<file path="config.mk">
export PLATFORM = sky130hd
export DESIGN_NAME = multipin_function_map_mid
export DESIGN_NICKNAME = d
export VERILOG_FILES = /design/src/mfp_map_pkg.sv /design/src/ctrl_term_combiner.sv /design/src/multipin_function_map_mid.sv
export SDC_FILE = /design/constraint.sdc
export NUM_CORES = 1
export LEC_CHECK = 0
export BUFFER_PORTS_ARGS = -buffer_cell sky130_fd_sc_hd__buf_2
export CAP_MARGIN = 20
export CORE_MARGIN = 4
export CORE_UTILIZATION = 50
export CTS_CLUSTER_DIAMETER = 80
export DETAILED_ROUTE_END_ITERATION = 12
export PLACE_DENSITY_LB_ADDON = 0.05
export SLEW_MARGIN = 15
export SYNTH_ARGS = -nofsm -noshare
export SYNTH_HDL_FRONTEND = slang
export SYNTH_SLANG_ARGS = --single-unit
</file>
<file path="constraint.sdc">
create_clock -name core_clk -period 4.1 [get_ports core_clk]
set_clock_uncertainty 0.2 [all_clocks]
set_input_delay 0.205 -clock core_clk [delete_from_list [all_inputs] [get_ports core_clk]]
set_output_delay 0.205 -clock core_clk [all_outputs]
set_load 0.05 [all_outputs]
</file>
<file path="src/mfp_map_pkg.sv">
// Constants, field layouts and carrier types for the middle-range multifunction pin decoder
package mfp_map_pkg;
	localparam int NUM_PINS = 7;
	localparam int NUM_REFS = 4;
	localparam int NUM_CTRL = 11;
	localparam int ADDR_W = 8;
	localparam int DATA_W = 8;

	// Register offsets
	localparam logic [7:0] ADDR_FUNC_BASE = 8'h00;
	localparam logic [7:0] ADDR_BOOL_LO = 8'h08;
	localparam logic [7:0] ADDR_BOOL_HI = 8'h09;
	localparam logic [7:0] ADDR_IRQ_STATUS = 8'h10;
	localparam logic [7:0] ADDR_IRQ_MASK = 8'h11;
	localparam logic [7:0] ADDR_PIN_LEVEL = 8'h12;
	localparam logic [7:0] ADDR_CTRL_STATE = 8'h13;
	localparam int BOOL_LO_PINS = 4;

	// Reset values
	localparam logic [7:0] FUNC_RESET = 8'h00;
	localparam logic [1:0] BOOL_RESET = 2'h0;
	localparam logic [7:0] IRQ_MASK_RESET = 8'h00;

	// Boolean code fields
	localparam int BOOL_INV_BIT = 0;
	localparam int BOOL_OR_BIT = 1;

	// Interrupt event bit positions
	localparam int EV_IRQ_CLEAR = 0;
	localparam int EV_FAULT_FORCE = 1;
	localparam int EV_VALID_TIMEOUT = 2;
	localparam int EV_CODE_REJECT = 3;
	localparam int NUM_EV = 4;

	// Function codes
	localparam logic [6:0] CODE_RANGE_LO = 7'h11;
	localparam logic [6:0] CODE_RANGE_HI = 7'h37;
	localparam logic [6:0] CODE_CLR_COMMON = 7'h11;
	localparam logic [6:0] CODE_CLR_CH0 = 7'h12;
	localparam logic [6:0] CODE_CLR_CH1 = 7'h13;
	localparam logic [6:0] CODE_DIV_RESYNC = 7'h1C;
	localparam logic [6:0] CODE_REF_FAULT = 7'h20;
	localparam logic [6:0] CODE_REF_VALID = 7'h24;
	localparam logic [6:0] CODE_REF_ACTIVE = 7'h28;
	localparam logic [6:0] CODE_LOOP_LOCK = 7'h30;
	localparam logic [6:0] CODE_LOOP_ACTIVE = 7'h34;
	localparam logic [6:0] CODE_LOOP_STATE = 7'h35;
	localparam logic [6:0] CODE_UNUSED_2C = 7'h2C;

	// Source flag positions
	localparam int DIV_RESYNC_LO_BIT = 3;
	localparam int DIV_RESYNC_HI_BIT = 7;
	localparam int REF_FAULT_BIT = 3;
	localparam int REF_VALID_BIT = 4;
	localparam int LOOP_LOCK_FIRST_BIT = 1;
	localparam int LOOP_ACTIVE_TOP_BIT = 5;
	localparam int LOOP_STATE_FIRST_BIT = 0;

	typedef struct packed {
		logic outEn;
		logic [6:0] code;
	} pinFunc_t;

	typedef struct packed {
		logic [7:0] commonIrq;
		logic [7:0] ch0Irq;
		logic [7:0] ch1Irq;
		logic [7:0] divResyncB;
		logic [7:0] divResyncA;
		logic [NUM_REFS-1:0][7:0] refStat;
		logic [7:0] loopActive;
		logic [7:0] loopLock;
		logic [7:0] loopState;
		logic [NUM_REFS-1:0] refActive;
	} statusSrc_t;

	typedef struct packed {
		logic clearCommonIrq;
		logic clearCh0Irq;
		logic clearCh1Irq;
		logic [NUM_REFS-1:0] forceFault;
		logic [NUM_REFS-1:0] timeoutValidation;
	} ctrlOut_t;

	// Control function index to its code: 0..2 clears, 3..6 faults, 7..10 timeouts
	function automatic logic [6:0] ctrlCode(input int idx);
		if (idx < 3) begin
			return CODE_CLR_COMMON + 7'(idx);
		end else if (idx < 3 + NUM_REFS) begin
			return CODE_REF_FAULT + 7'(idx - 3);
		end
		return CODE_REF_ACTIVE + 7'(idx - 3 - NUM_REFS);
	endfunction : ctrlCode
endpackage : mfp_map_pkg

</file>
<file path="src/ctrl_term_combiner.sv">
// Combines the pins assigned to one control function into a single term
`timescale 1ns/1ps
module ctrl_term_combiner
	import mfp_map_pkg::*;
(
	input wire logic core_clk,
	input wire logic reset,
	input wire logic [NUM_PINS-1:0] pinLevel,
	input wire logic [NUM_PINS-1:0] pinSel,
	input wire logic [NUM_PINS-1:0][1:0] boolCode,
	output logic term
);
	logic orUsed;
	logic orHit;
	logic andAll;
	logic lvl;

	always_comb begin
		orUsed = 1'b0;
		orHit = 1'b0;
		andAll = 1'b1;
		lvl = 1'b0;
		for (int i = 0; i < NUM_PINS; i++) begin
			lvl = pinLevel[i] ^ boolCode[i][BOOL_INV_BIT];
			if (pinSel[i]) begin
				if (boolCode[i][BOOL_OR_BIT]) begin
					orUsed = 1'b1;
					orHit = orHit | lvl;
				end else begin
					andAll = andAll & lvl;
				end
			end
		end
		// An empty OR group is neutral; no assigned pin at all gives no effect
		term = (|pinSel) & (orUsed ? orHit : 1'b1) & andAll;
	end
endmodule : ctrl_term_combiner

</file>
<file path="src/multipin_function_map_mid.sv">
// Middle-range function decoder for multifunction pins, with its register port and interrupt
//
// Local design decisions: the address-and-strobe port and the register addresses.
`timescale 1ns/1ps
module multipin_function_map_mid
	import mfp_map_pkg::*;
(
	input wire logic core_clk,
	input wire logic reset,
	input wire logic [ADDR_W-1:0] regAddr,
	input wire logic [DATA_W-1:0] regWrData,
	input wire logic regWrStb,
	input wire logic regRdStb,
	output logic [DATA_W-1:0] regRdData,
	input wire logic [NUM_PINS-1:0] pinIn,
	output logic [NUM_PINS-1:0] pinOut,
	output logic [NUM_PINS-1:0] pinOe,
	input wire statusSrc_t statusSrc,
	output ctrlOut_t ctrlOut,
	output logic irq
);
	pinFunc_t funcReg_q [NUM_PINS];
	pinFunc_t funcReg_d [NUM_PINS];
	logic [NUM_PINS-1:0][1:0] boolCode_q;
	logic [NUM_PINS-1:0][1:0] boolCode_d;
	logic [7:0] irqMask_q;
	logic [7:0] irqMask_d;
	logic [7:0] irqStatus_q;
	logic [7:0] irqStatus_d;
	logic [DATA_W-1:0] rdData_q;
	logic [DATA_W-1:0] rdData_d;
	logic [NUM_PINS-1:0] pinOut_q;
	logic [NUM_PINS-1:0] pinOut_d;
	ctrlOut_t ctrl_q;
	ctrlOut_t ctrl_d;
	logic [NUM_EV-1:0] events;
	logic codeReject;
	logic [NUM_CTRL-1:0] ctrlTerm;
	logic [NUM_CTRL-1:0][NUM_PINS-1:0] ctrlSel;
	logic [NUM_CTRL-1:0] ctrlTermPrev_q;
	logic [NUM_CTRL-1:0] ctrlTermPrev_d;

	// Status source for one code; anything not decoded here stays low
	function automatic logic statusBit(input logic [6:0] code, input statusSrc_t s);
		logic r;
		r = 1'b0;
		case (code)
			CODE_CLR_COMMON: r = |s.commonIrq;
			CODE_CLR_CH0: r = |s.ch0Irq;
			CODE_CLR_CH1: r = |s.ch1Irq;
			CODE_DIV_RESYNC: r = s.divResyncA[DIV_RESYNC_LO_BIT];
			CODE_DIV_RESYNC + 7'h01: r = s.divResyncA[DIV_RESYNC_HI_BIT];
			CODE_DIV_RESYNC + 7'h02: r = s.divResyncB[DIV_RESYNC_LO_BIT];
			CODE_DIV_RESYNC + 7'h03: r = s.divResyncB[DIV_RESYNC_HI_BIT];
			CODE_REF_FAULT: r = s.refStat[0][REF_FAULT_BIT];
			CODE_REF_FAULT + 7'h01: r = s.refStat[1][REF_FAULT_BIT];
			CODE_REF_FAULT + 7'h02: r = s.refStat[2][REF_FAULT_BIT];
			CODE_REF_FAULT + 7'h03: r = s.refStat[3][REF_FAULT_BIT];
			CODE_REF_VALID: r = s.refStat[0][REF_VALID_BIT];
			CODE_REF_VALID + 7'h01: r = s.refStat[1][REF_VALID_BIT];
			CODE_REF_VALID + 7'h02: r = s.refStat[2][REF_VALID_BIT];
			CODE_REF_VALID + 7'h03: r = s.refStat[3][REF_VALID_BIT];
			CODE_REF_ACTIVE: r = s.refActive[0];
			CODE_REF_ACTIVE + 7'h01: r = s.refActive[1];
			CODE_REF_ACTIVE + 7'h02: r = s.refActive[2];
			CODE_REF_ACTIVE + 7'h03: r = s.refActive[3];
			CODE_LOOP_LOCK: r = s.loopLock[LOOP_LOCK_FIRST_BIT];
			CODE_LOOP_LOCK + 7'h01: r = s.loopLock[LOOP_LOCK_FIRST_BIT + 1];
			CODE_LOOP_LOCK + 7'h02: r = s.loopLock[LOOP_LOCK_FIRST_BIT + 2];
			CODE_LOOP_LOCK + 7'h03: r = s.loopLock[LOOP_LOCK_FIRST_BIT + 3];
			CODE_LOOP_ACTIVE: r = |s.loopActive[LOOP_ACTIVE_TOP_BIT:0];
			CODE_LOOP_STATE: r = s.loopState[LOOP_STATE_FIRST_BIT];
			CODE_LOOP_STATE + 7'h01: r = s.loopState[LOOP_STATE_FIRST_BIT + 1];
			CODE_LOOP_STATE + 7'h02: r = s.loopState[LOOP_STATE_FIRST_BIT + 2];
			default: r = 1'b0;
		endcase
		return r;
	endfunction : statusBit

	// True when a control write picks a code in range that carries no control function
	function automatic logic isDeadCtrl(input logic [DATA_W-1:0] w);
		logic hit;
		hit = 1'b0;
		for (int f = 0; f < NUM_CTRL; f++) begin
			if (w[6:0] == ctrlCode(f)) begin
				hit = 1'b1;
			end
		end
		return !w[7] && w[6:0] >= CODE_RANGE_LO && w[6:0] <= CODE_RANGE_HI && !hit;
	endfunction : isDeadCtrl

	// Register file
	always_comb begin
		codeReject = 1'b0;
		boolCode_d = boolCode_q;
		irqMask_d = irqMask_q;
		for (int i = 0; i < NUM_PINS; i++) begin
			funcReg_d[i] = funcReg_q[i];
			if (regWrStb && regAddr == ADDR_FUNC_BASE + ADDR_W'(i)) begin
				funcReg_d[i] = pinFunc_t'(regWrData);
				codeReject = isDeadCtrl(regWrData);
			end
			// Modulo keeps the unrolled select inside the byte for every pin
			if (regWrStb && regAddr == ADDR_BOOL_LO && i < BOOL_LO_PINS) begin
				boolCode_d[i] = regWrData[2*(i % BOOL_LO_PINS) +: 2];
			end
			if (regWrStb && regAddr == ADDR_BOOL_HI && i >= BOOL_LO_PINS) begin
				boolCode_d[i] = regWrData[2*(i % BOOL_LO_PINS) +: 2];
			end
		end
		if (regWrStb && regAddr == ADDR_IRQ_MASK) begin
			irqMask_d = regWrData;
		end
	end

	always_ff @(posedge core_clk or posedge reset) begin
		if (reset) begin
			for (int i = 0; i < NUM_PINS; i++) begin
				funcReg_q[i] <= pinFunc_t'(FUNC_RESET);
				boolCode_q[i] <= BOOL_RESET;
			end
			irqMask_q <= IRQ_MASK_RESET;
		end else begin
			funcReg_q <= funcReg_d;
			boolCode_q <= boolCode_d;
			irqMask_q <= irqMask_d;
		end
	end

	// Control pin selection, one combiner per control function
	always_comb begin
		for (int f = 0; f < NUM_CTRL; f++) begin
			for (int i = 0; i < NUM_PINS; i++) begin
				ctrlSel[f][i] = !funcReg_q[i].outEn && funcReg_q[i].code == ctrlCode(f);
			end
		end
	end

	for (genvar f = 0; f < NUM_CTRL; f++) begin : gCtrl
		ctrl_term_combiner uCombiner (
			.core_clk(core_clk),
			.reset(reset),
			.pinLevel(pinIn),
			.pinSel(ctrlSel[f]),
			.boolCode(boolCode_q),
			.term(ctrlTerm[f])
		);
	end

	// Control proxies and status pins, registered so the outside sees clean levels
	always_comb begin
		ctrl_d.clearCommonIrq = ctrlTerm[0];
		ctrl_d.clearCh0Irq = ctrlTerm[1];
		ctrl_d.clearCh1Irq = ctrlTerm[2];
		ctrlTermPrev_d = ctrlTerm;
		for (int r = 0; r < NUM_REFS; r++) begin
			ctrl_d.forceFault[r] = ctrlTerm[3 + r];
			// A timeout on a healthy reference would skip its validation, so it is dropped
			ctrl_d.timeoutValidation[r] = ctrlTerm[3 + NUM_REFS + r] && statusSrc.refStat[r][REF_FAULT_BIT];
		end
		for (int i = 0; i < NUM_PINS; i++) begin
			pinOut_d[i] = funcReg_q[i].outEn && statusBit(funcReg_q[i].code, statusSrc);
		end
	end

	always_ff @(posedge core_clk or posedge reset) begin
		if (reset) begin
			ctrl_q <= '0;
			pinOut_q <= '0;
			ctrlTermPrev_q <= '0;
		end else begin
			ctrl_q <= ctrl_d;
			pinOut_q <= pinOut_d;
			ctrlTermPrev_q <= ctrlTermPrev_d;
		end
	end

	assign ctrlOut = ctrl_q;
	assign pinOut = pinOut_q;
	always_comb begin
		for (int i = 0; i < NUM_PINS; i++) begin
			pinOe[i] = funcReg_q[i].outEn;
		end
	end

	// Interrupt events on control rising edges and rejected codes
	always_comb begin
		events = '0;
		events[EV_IRQ_CLEAR] = |(ctrlTerm[2:0] & ~ctrlTermPrev_q[2:0]);
		events[EV_FAULT_FORCE] = |(ctrlTerm[3 +: NUM_REFS] & ~ctrlTermPrev_q[3 +: NUM_REFS]);
		events[EV_VALID_TIMEOUT] = |(ctrl_d.timeoutValidation & ~ctrl_q.timeoutValidation);
		events[EV_CODE_REJECT] = codeReject;
	end

	// Read data; a status read clears, but an event in the same cycle survives
	always_comb begin
		irqStatus_d = irqStatus_q;
		rdData_d = '0;
		if (regRdStb) begin
			if (regAddr == ADDR_IRQ_STATUS) begin
				rdData_d = irqStatus_q;
				irqStatus_d = '0;
			end else if (regAddr == ADDR_IRQ_MASK) begin
				rdData_d = irqMask_q;
			end else if (regAddr == ADDR_PIN_LEVEL) begin
				rdData_d = {1'b0, pinIn};
			end else if (regAddr == ADDR_CTRL_STATE) begin
				rdData_d = {1'b0, ctrl_q.clearCh1Irq, ctrl_q.clearCh0Irq, ctrl_q.clearCommonIrq, ctrl_q.forceFault};
			end else if (regAddr == ADDR_BOOL_LO) begin
				rdData_d = {boolCode_q[3], boolCode_q[2], boolCode_q[1], boolCode_q[0]};
			end else if (regAddr == ADDR_BOOL_HI) begin
				rdData_d = {2'h0, boolCode_q[6], boolCode_q[5], boolCode_q[4]};
			end else begin
				for (int i = 0; i < NUM_PINS; i++) begin
					if (regAddr == ADDR_FUNC_BASE + ADDR_W'(i)) begin
						rdData_d = funcReg_q[i];
					end
				end
			end
		end
		irqStatus_d[NUM_EV-1:0] = irqStatus_d[NUM_EV-1:0] | events;
	end

	always_ff @(posedge core_clk or posedge reset) begin
		if (reset) begin
			irqStatus_q <= '0;
			rdData_q <= '0;
		end else begin
			irqStatus_q <= irqStatus_d;
			rdData_q <= rdData_d;
		end
	end

	assign regRdData = rdData_q;
	assign irq = |(irqStatus_q & irqMask_q);
endmodule : multipin_function_map_mid

</file>
==> results of run 1 <==
==> placed cells by master (no fill, tap or decap), types with 20 or more instances in the layout <==
cell	n
mux2i_1	27
nand2_1	95
nor2b_1	21
nor4b_2	22
mux4_2	28
nand4_1	35
dfrtp_1	108
inv_1	27
buf_2	113
a21oi_1	25
buf_4	56
nor4_1	20
a22oi_1	31
nand3_1	102
nor2_1	65
o21ai_0	60
mux2_2	84
o22ai_1	22
==> registers in the layout (all words and copies together), names as in the netlist, 7 cells and up <==
register        flops
pinOe               7
pinOut              7
funcReg_q          49
regRdData           8
irqMask_q           8
boolCode_q         14
ctrlTermPrev_q      7
==> routing by layer <==
| metal | vias to the layer above | global-route usage [%] | wire [um] |
|---|---|---|---|
| li1 | 4745 | - | - |
| met1 | 5444 | 54.8 | 17800 |
| met2 | 882 | 55.4 | 18700 |
| met3 | 170 | 9.78 | 5890 |
| met4 | 0 | 18.4 | 2650 |
| met5 | - | 0 | 0 |
==> final cells by class <==
type | instances | area share (%)
Multi-Input combinational cell | 923 | 60.9
Sequential cell | 108 | 23.6
Timing Repair Buffer | 175 | 9.12
Tap cell | 270 | 2.95
Clock buffer | 10 | 2.00
Inverter | 28 | 0.938
Clock inverter | 6 | 0.502
==> power by group <==
group | internal (W) | total, W | switching [W]
clock | 0.000427 | 0.000912 | 0.000485
combinational | 0.000269 | 0.000718 | 0.000449
sequential | 0.00111 | 0.00125 | 0.000136
total | 0.00181 | 0.00288 | 0.00107
==> worst paths after layout <==
check / from / endpoint / slack [ps] / cells past startpoint
max: funcReg_q[45] / irqStatus_q[1] / 710 / 8
min: pinIn[5] / regRdData[5] / 60 / 5
max reg2reg: funcReg_q[45] / irqStatus_q[1] / 710 / 8
min reg2reg: irqMask_q[7] / irqMask_q[7] / 320 / 1
max in group asynchronous: reset / ctrlTermPrev_q[6] / 2460 / 4
min in group asynchronous: reset / pinOe[5] / 400 / 3
==> critical path, stage by stage, from the launching register on <==
cell	delay, ps
dfrtp_1	620
nor4b_2	420
buf_4	270
nand2_1	90
o21ai_0	500
nor3_1	140
nor4_1	410
nor4_1	100
or4b_1	500
==> through the flow <==
| stage | total power, W | cells | cell area, um^2 |
|---|---|---|---|
| after floorplan | 0.00165 | 1174 | 10300 |
| after global placement | 0.00195 | 1498 | 11100 |
| after detailed placement | 0.00195 | 1498 | 11100 |
| after CTS | 0.00285 | 1520 | 11500 |
| after global routing | 0.00297 | 1520 | 11500 |
| final | 0.00288 | 1520 | 11500 |
==> timing repair <==
action | in CTS | in global routing
endpoints found under the setup margin | 0 | 0
hold endpoints to repair | 73 | 0
resized for setup | 0 | 0
hold buffers | 6 | 0
==> logic make-up (layout without fill, tap and decap cells) <==
group | Yosys count | in the layout | synth area share (%)
AOI/OAI and AO/OA | 276 | 276 | 19.3
xor gates and xnor gates | 7 | 7 | 0.596
buffers and inverters | 143 | 219 | 5.89
DFF | 108 | 108 | 26.3
muxes | 140 | 140 | 18.2
and+or+nand+nor | 500 | 500 | 29.7
==> flow_summary.yaml, run 1 <==
status:
  outcome: "completed"
routing:
  vias_per_cell: 7.40
  drt_iter0_markers: 1680
  drt_wl_total_mm: 45.0
  vias: 11200
  ant_nets: 0
  avgRoutedWirePerCell_um: 29.6
  drc: 0
  first_pass_iters: 6
final_layout:
  final_layout_size_suffix_gt1_share_pct: 27.8
  regArea_um2: 2700
  n_fill_cell: 1855
  fin_util_pct: 56.7
  multi_input_area_um2: 6990
  nNetsFinal: 1372
  n_antenna_cell: 0
  areaGrowthSynthToFinish_pct: 11.5
grt:
  grt_overflow: 0
  grt_pass1_vias: 10200
  antenna_found_initial: 0
  grt_pass1_wl_mm: 65.9
  grt_max_degree: 71
  grtUsageTotal_pct: 38.8
worst_setup_path:
  setup.worst_path.class: "reg2reg"
  crit_fanout: 11
  start_kind: "register"
  crit_path_end_kind: "register"
  crit_required_ps: 4150
  crit_arrival_ps: 3430
synth:
  synth_seq_cells: 108
  synth_area_um2: 10300
  synth-async-reset-ratio_pct: 100
  synth_warnings: 0
  ys_top_cells_by_area: "dfrtp_1, mux2_2, mux4_2"
  synth_top_area_cell: "dfrtp_1"
  synth_common_cells: "dfrtp_1, nand3_1, nand2_1, mux2_2, clkbuf_1"
  synth.distinct_cells: 87
  ys.flop_type: "dfrtp_1"
  seq_area_frac_synth_pct: 26.3
  synth.most_common_cell: "dfrtp_1"
  synthesis.nets: 1301
  synth-edff-count: 0
  syn_avg_cell_area_um2: 8.76
  synth_top_area_share_pct: 26.3
  syn_inst: 1174
die:
  die_h_um: 151
  die_area_um2: 22900
  fp.coreArea_um2: 20200
  die_w_um: 151
  io_pins: 161
  rows: 52
  start_util_pct: 50.8
place:
  place_congestion: 1.09
  dp_slack_ps: 976
  port_buffers: 113
  hpwlAfterDp_mm: 32.9
clocking:
  insertion_delay_ps: 370
  cts_sinks: 108
  cts-root-buf: "clkbuf_16"
  htree_levels: 3
  cts_tree: "built"
  post_cts_buffers: 0
  cts_buffer_depth: 2
  cts_buffers: 9
  clk_pin_slew_ps: 80
sta:
  fin_crit_sh_pct: 82.6
  post-route-worst-setup-slack_ps: 713
  finalSetupViolCount: 0
  fin_setup_tns_ps: 0
  max_freq_mhz: 295
  finalHoldViolations: 0
  drv_slew: 0
  period_needed_ps: 3390
  worst_slew_pin_slew_ps: 1100
  rsz0062_at_grt: "false"
  fin_hold_ws_ps: 61.7
  maxSlewHeadroom_pct: 25.9
hold_path:
  holdCritPathClass: "in2reg"
power_and_ir_drop:
  powerDensity_nw_per_um2: 251
  peakVddDrop_v: 0.000260
  p_leak_nw: 4.54
run:
  cap_violations: 0
No activity file was read; power rests on OpenSTA's default activity.
==> run 2, diff against run 1 <==
==> constraint.sdc (replaced) <==
create_clock -name core_clk -period 3.5 [get_ports core_clk]
set_clock_uncertainty 0.2 [all_clocks]
set_input_delay 0.175 -clock core_clk [delete_from_list [all_inputs] [get_ports core_clk]]
set_output_delay 0.175 -clock core_clk [all_outputs]
set_load 0.05 [all_outputs]
==> flow_summary.yaml, run 2 (synthesis gave the netlist of run 1 again) <==
clocking:
  cts_tree: "built"
  cts-root-buf: "clkbuf_16"
  clk_pin_slew_ps: 90
  cts_buffers: 9
  cts_buffer_depth: 2
  insertion_delay_ps: 370
  cts_sinks: 108
  htree_levels: 3
power_and_ir_drop:
  pwr-share-comb_pct: 25.5
  power_frac_clock_pct: 32.4
  power.share.sequential_pct: 42.2
  p_leak_nw: 4.69
  p_switching_w: 0.00128
  peakVddDrop_v: 0.000283
  powerDensity_nw_per_um2: 295
  p_sw_share_pct: 37.2
  cellInternalPower_w: 0.00217
final_layout:
  largest_reg_flops: 49
  regArea_um2: 2700
  multi_input_area_um2: 6980
  areaGrowthSynthToFinish_pct: 13.7
  reg_top3: "funcReg_q x49, boolCode_q x14"
  final_layout_size_suffix_gt1_share_pct: 29.4
  final_common_cell: "buf_2"
  fin_area_um2: 11700
  max_flop_register: "funcReg_q"
  finalNonFillerCells: 1549
  nNetsFinal: 1400
  n_fill_cell: 1837
  final_cell_mix: "buf_2, dfrtp_1, nand3_1"
sta:
  max_freq_mhz: 322
  finalSetupViolCount: 0
  worst_slew_pin_slew_ps: 1040
  fin_setup_tns_ps: 0
  rsz0062_at_grt: "false"
  finalHoldViolations: 0
  maxSlewHeadroom_pct: 30.3
  drv_slew: 0
  period_needed_ps: 3110
  fin_crit_sh_pct: 88.7
grt:
  grtUsageTotal_pct: 39.5
  grt_max_degree: 64
  grt_pass1_wl_mm: 66.9
  grt_overflow: 0
  antenna_found_initial: 0
  grt_pass1_vias: 10400
hold_path:
  holdCritPathClass: "in2reg"
  hp-start: "pinIn[4]"
worst_setup_path:
  setup.worst_path.class: "in2reg"
  crit_required_ps: 3610
  r2r_start: "boolCode_q[4]"
  start_kind: "input pin"
  critPathLaunch: "pinIn[2]"
  crit_fanout: 8
  crit_path_end_kind: "register"
  crit_arrival_ps: 3220
die:
  start_util_pct: 50.8
  io_pins: 161
  die_area_um2: 22900
  fp.coreArea_um2: 20200
  rows: 52
  die_w_um: 151
  die_h_um: 151
status:
  outcome: "completed"
place:
  place_congestion: 1.15
  hpwlAfterDp_mm: 34.5
  placed_cell_area_um2: 11300
  port_buffers: 113
  dp_cells: 1526
routing:
  vias: 11300
  drt_wl_total_mm: 45.8
  avgRoutedWirePerCell_um: 29.6
  first_pass_iters: 6
  vias_per_cell: 7.32
  ant_nets: 0
  drc: 0
  drt_iter0_markers: 1731
run:
  cap_violations: 0
run 2: path summary, 6_finish.rpt:
kind | endpoint | slack, ps | cells past startpoint
min | regRdData[4] | 20 | 5
min in group asynchronous | funcReg_q[21] | 220 | 3
min reg2reg | irqMask_q[7] | 320 | 1
max in group asynchronous | ctrlOut[3] | 2100 | 4
max reg2reg | irqStatus_q[2] | 420 | 7
max | irqStatus_q[2] | 390 | 9
run 2: per-stage QoR:
| stage | total power [W] | utilization (%) | hold slack [ps] | setup WS, ps |
|---|---|---|---|---|
| after floorplan | 0.00194 | - | 118 | 279 |
| after global placement | 0.00231 | 56.0 | 91.8 | 583 |
| after detailed placement | 0.00231 | 56.0 | 97.2 | 573 |
| after CTS | 0.00342 | 57.8 | 16.3 | 532 |
| after global routing | 0.00355 | 57.8 | 68.3 | 323 |
| final | 0.00345 | 57.8 | 18.5 | 395 |
run 2: power by group through the flow:
stage | Sequential [W] | Clock (W) | Combinational [W]
after CTS | 0.00145 | 0.00112 | 0.000849
after global routing | 0.00146 | 0.00117 | 0.000918
after global placement | 0.00147 | 0 | 0.000839
after detailed placement | 0.00147 | 0 | 0.000841
after floorplan | 0.00139 | 0 | 0.000546
final | 0.00145 | 0.00112 | 0.000879
run 2: final cells by class:
class	count	share of cell area [%]
clock buffer	10	2.04
multi-input combinational	923	59.6
tap	270	2.89
timing repair buffer	203	10.8
antenna	1	0.0214
sequential	108	23.1
inverter	28	0.919
clock inverter	6	0.545
run 2: timing repair:
action | in CTS | in global routing
endpoints found under the hold margin | 50 | 0
resized for setup | 0 | 0
hold buffers | 6 | 0
setup buffers | 0 | 0
run 2: metal layers:
metal	track usage (%)	wire, um
met1	55.3	18100
met2	56.4	18900
met3	8.77	5620
met4	21.7	3210
met5	0	0
run 2: critical path, stage by stage:
cell and delay (ps):
dlygate4sd3_1 530, buf_2 130, xor2_1 740, nor2_1 430, a221oi_1 430, o2111ai_1 160, a211oi_1 390, a22oi_1 160
nand2_1 70
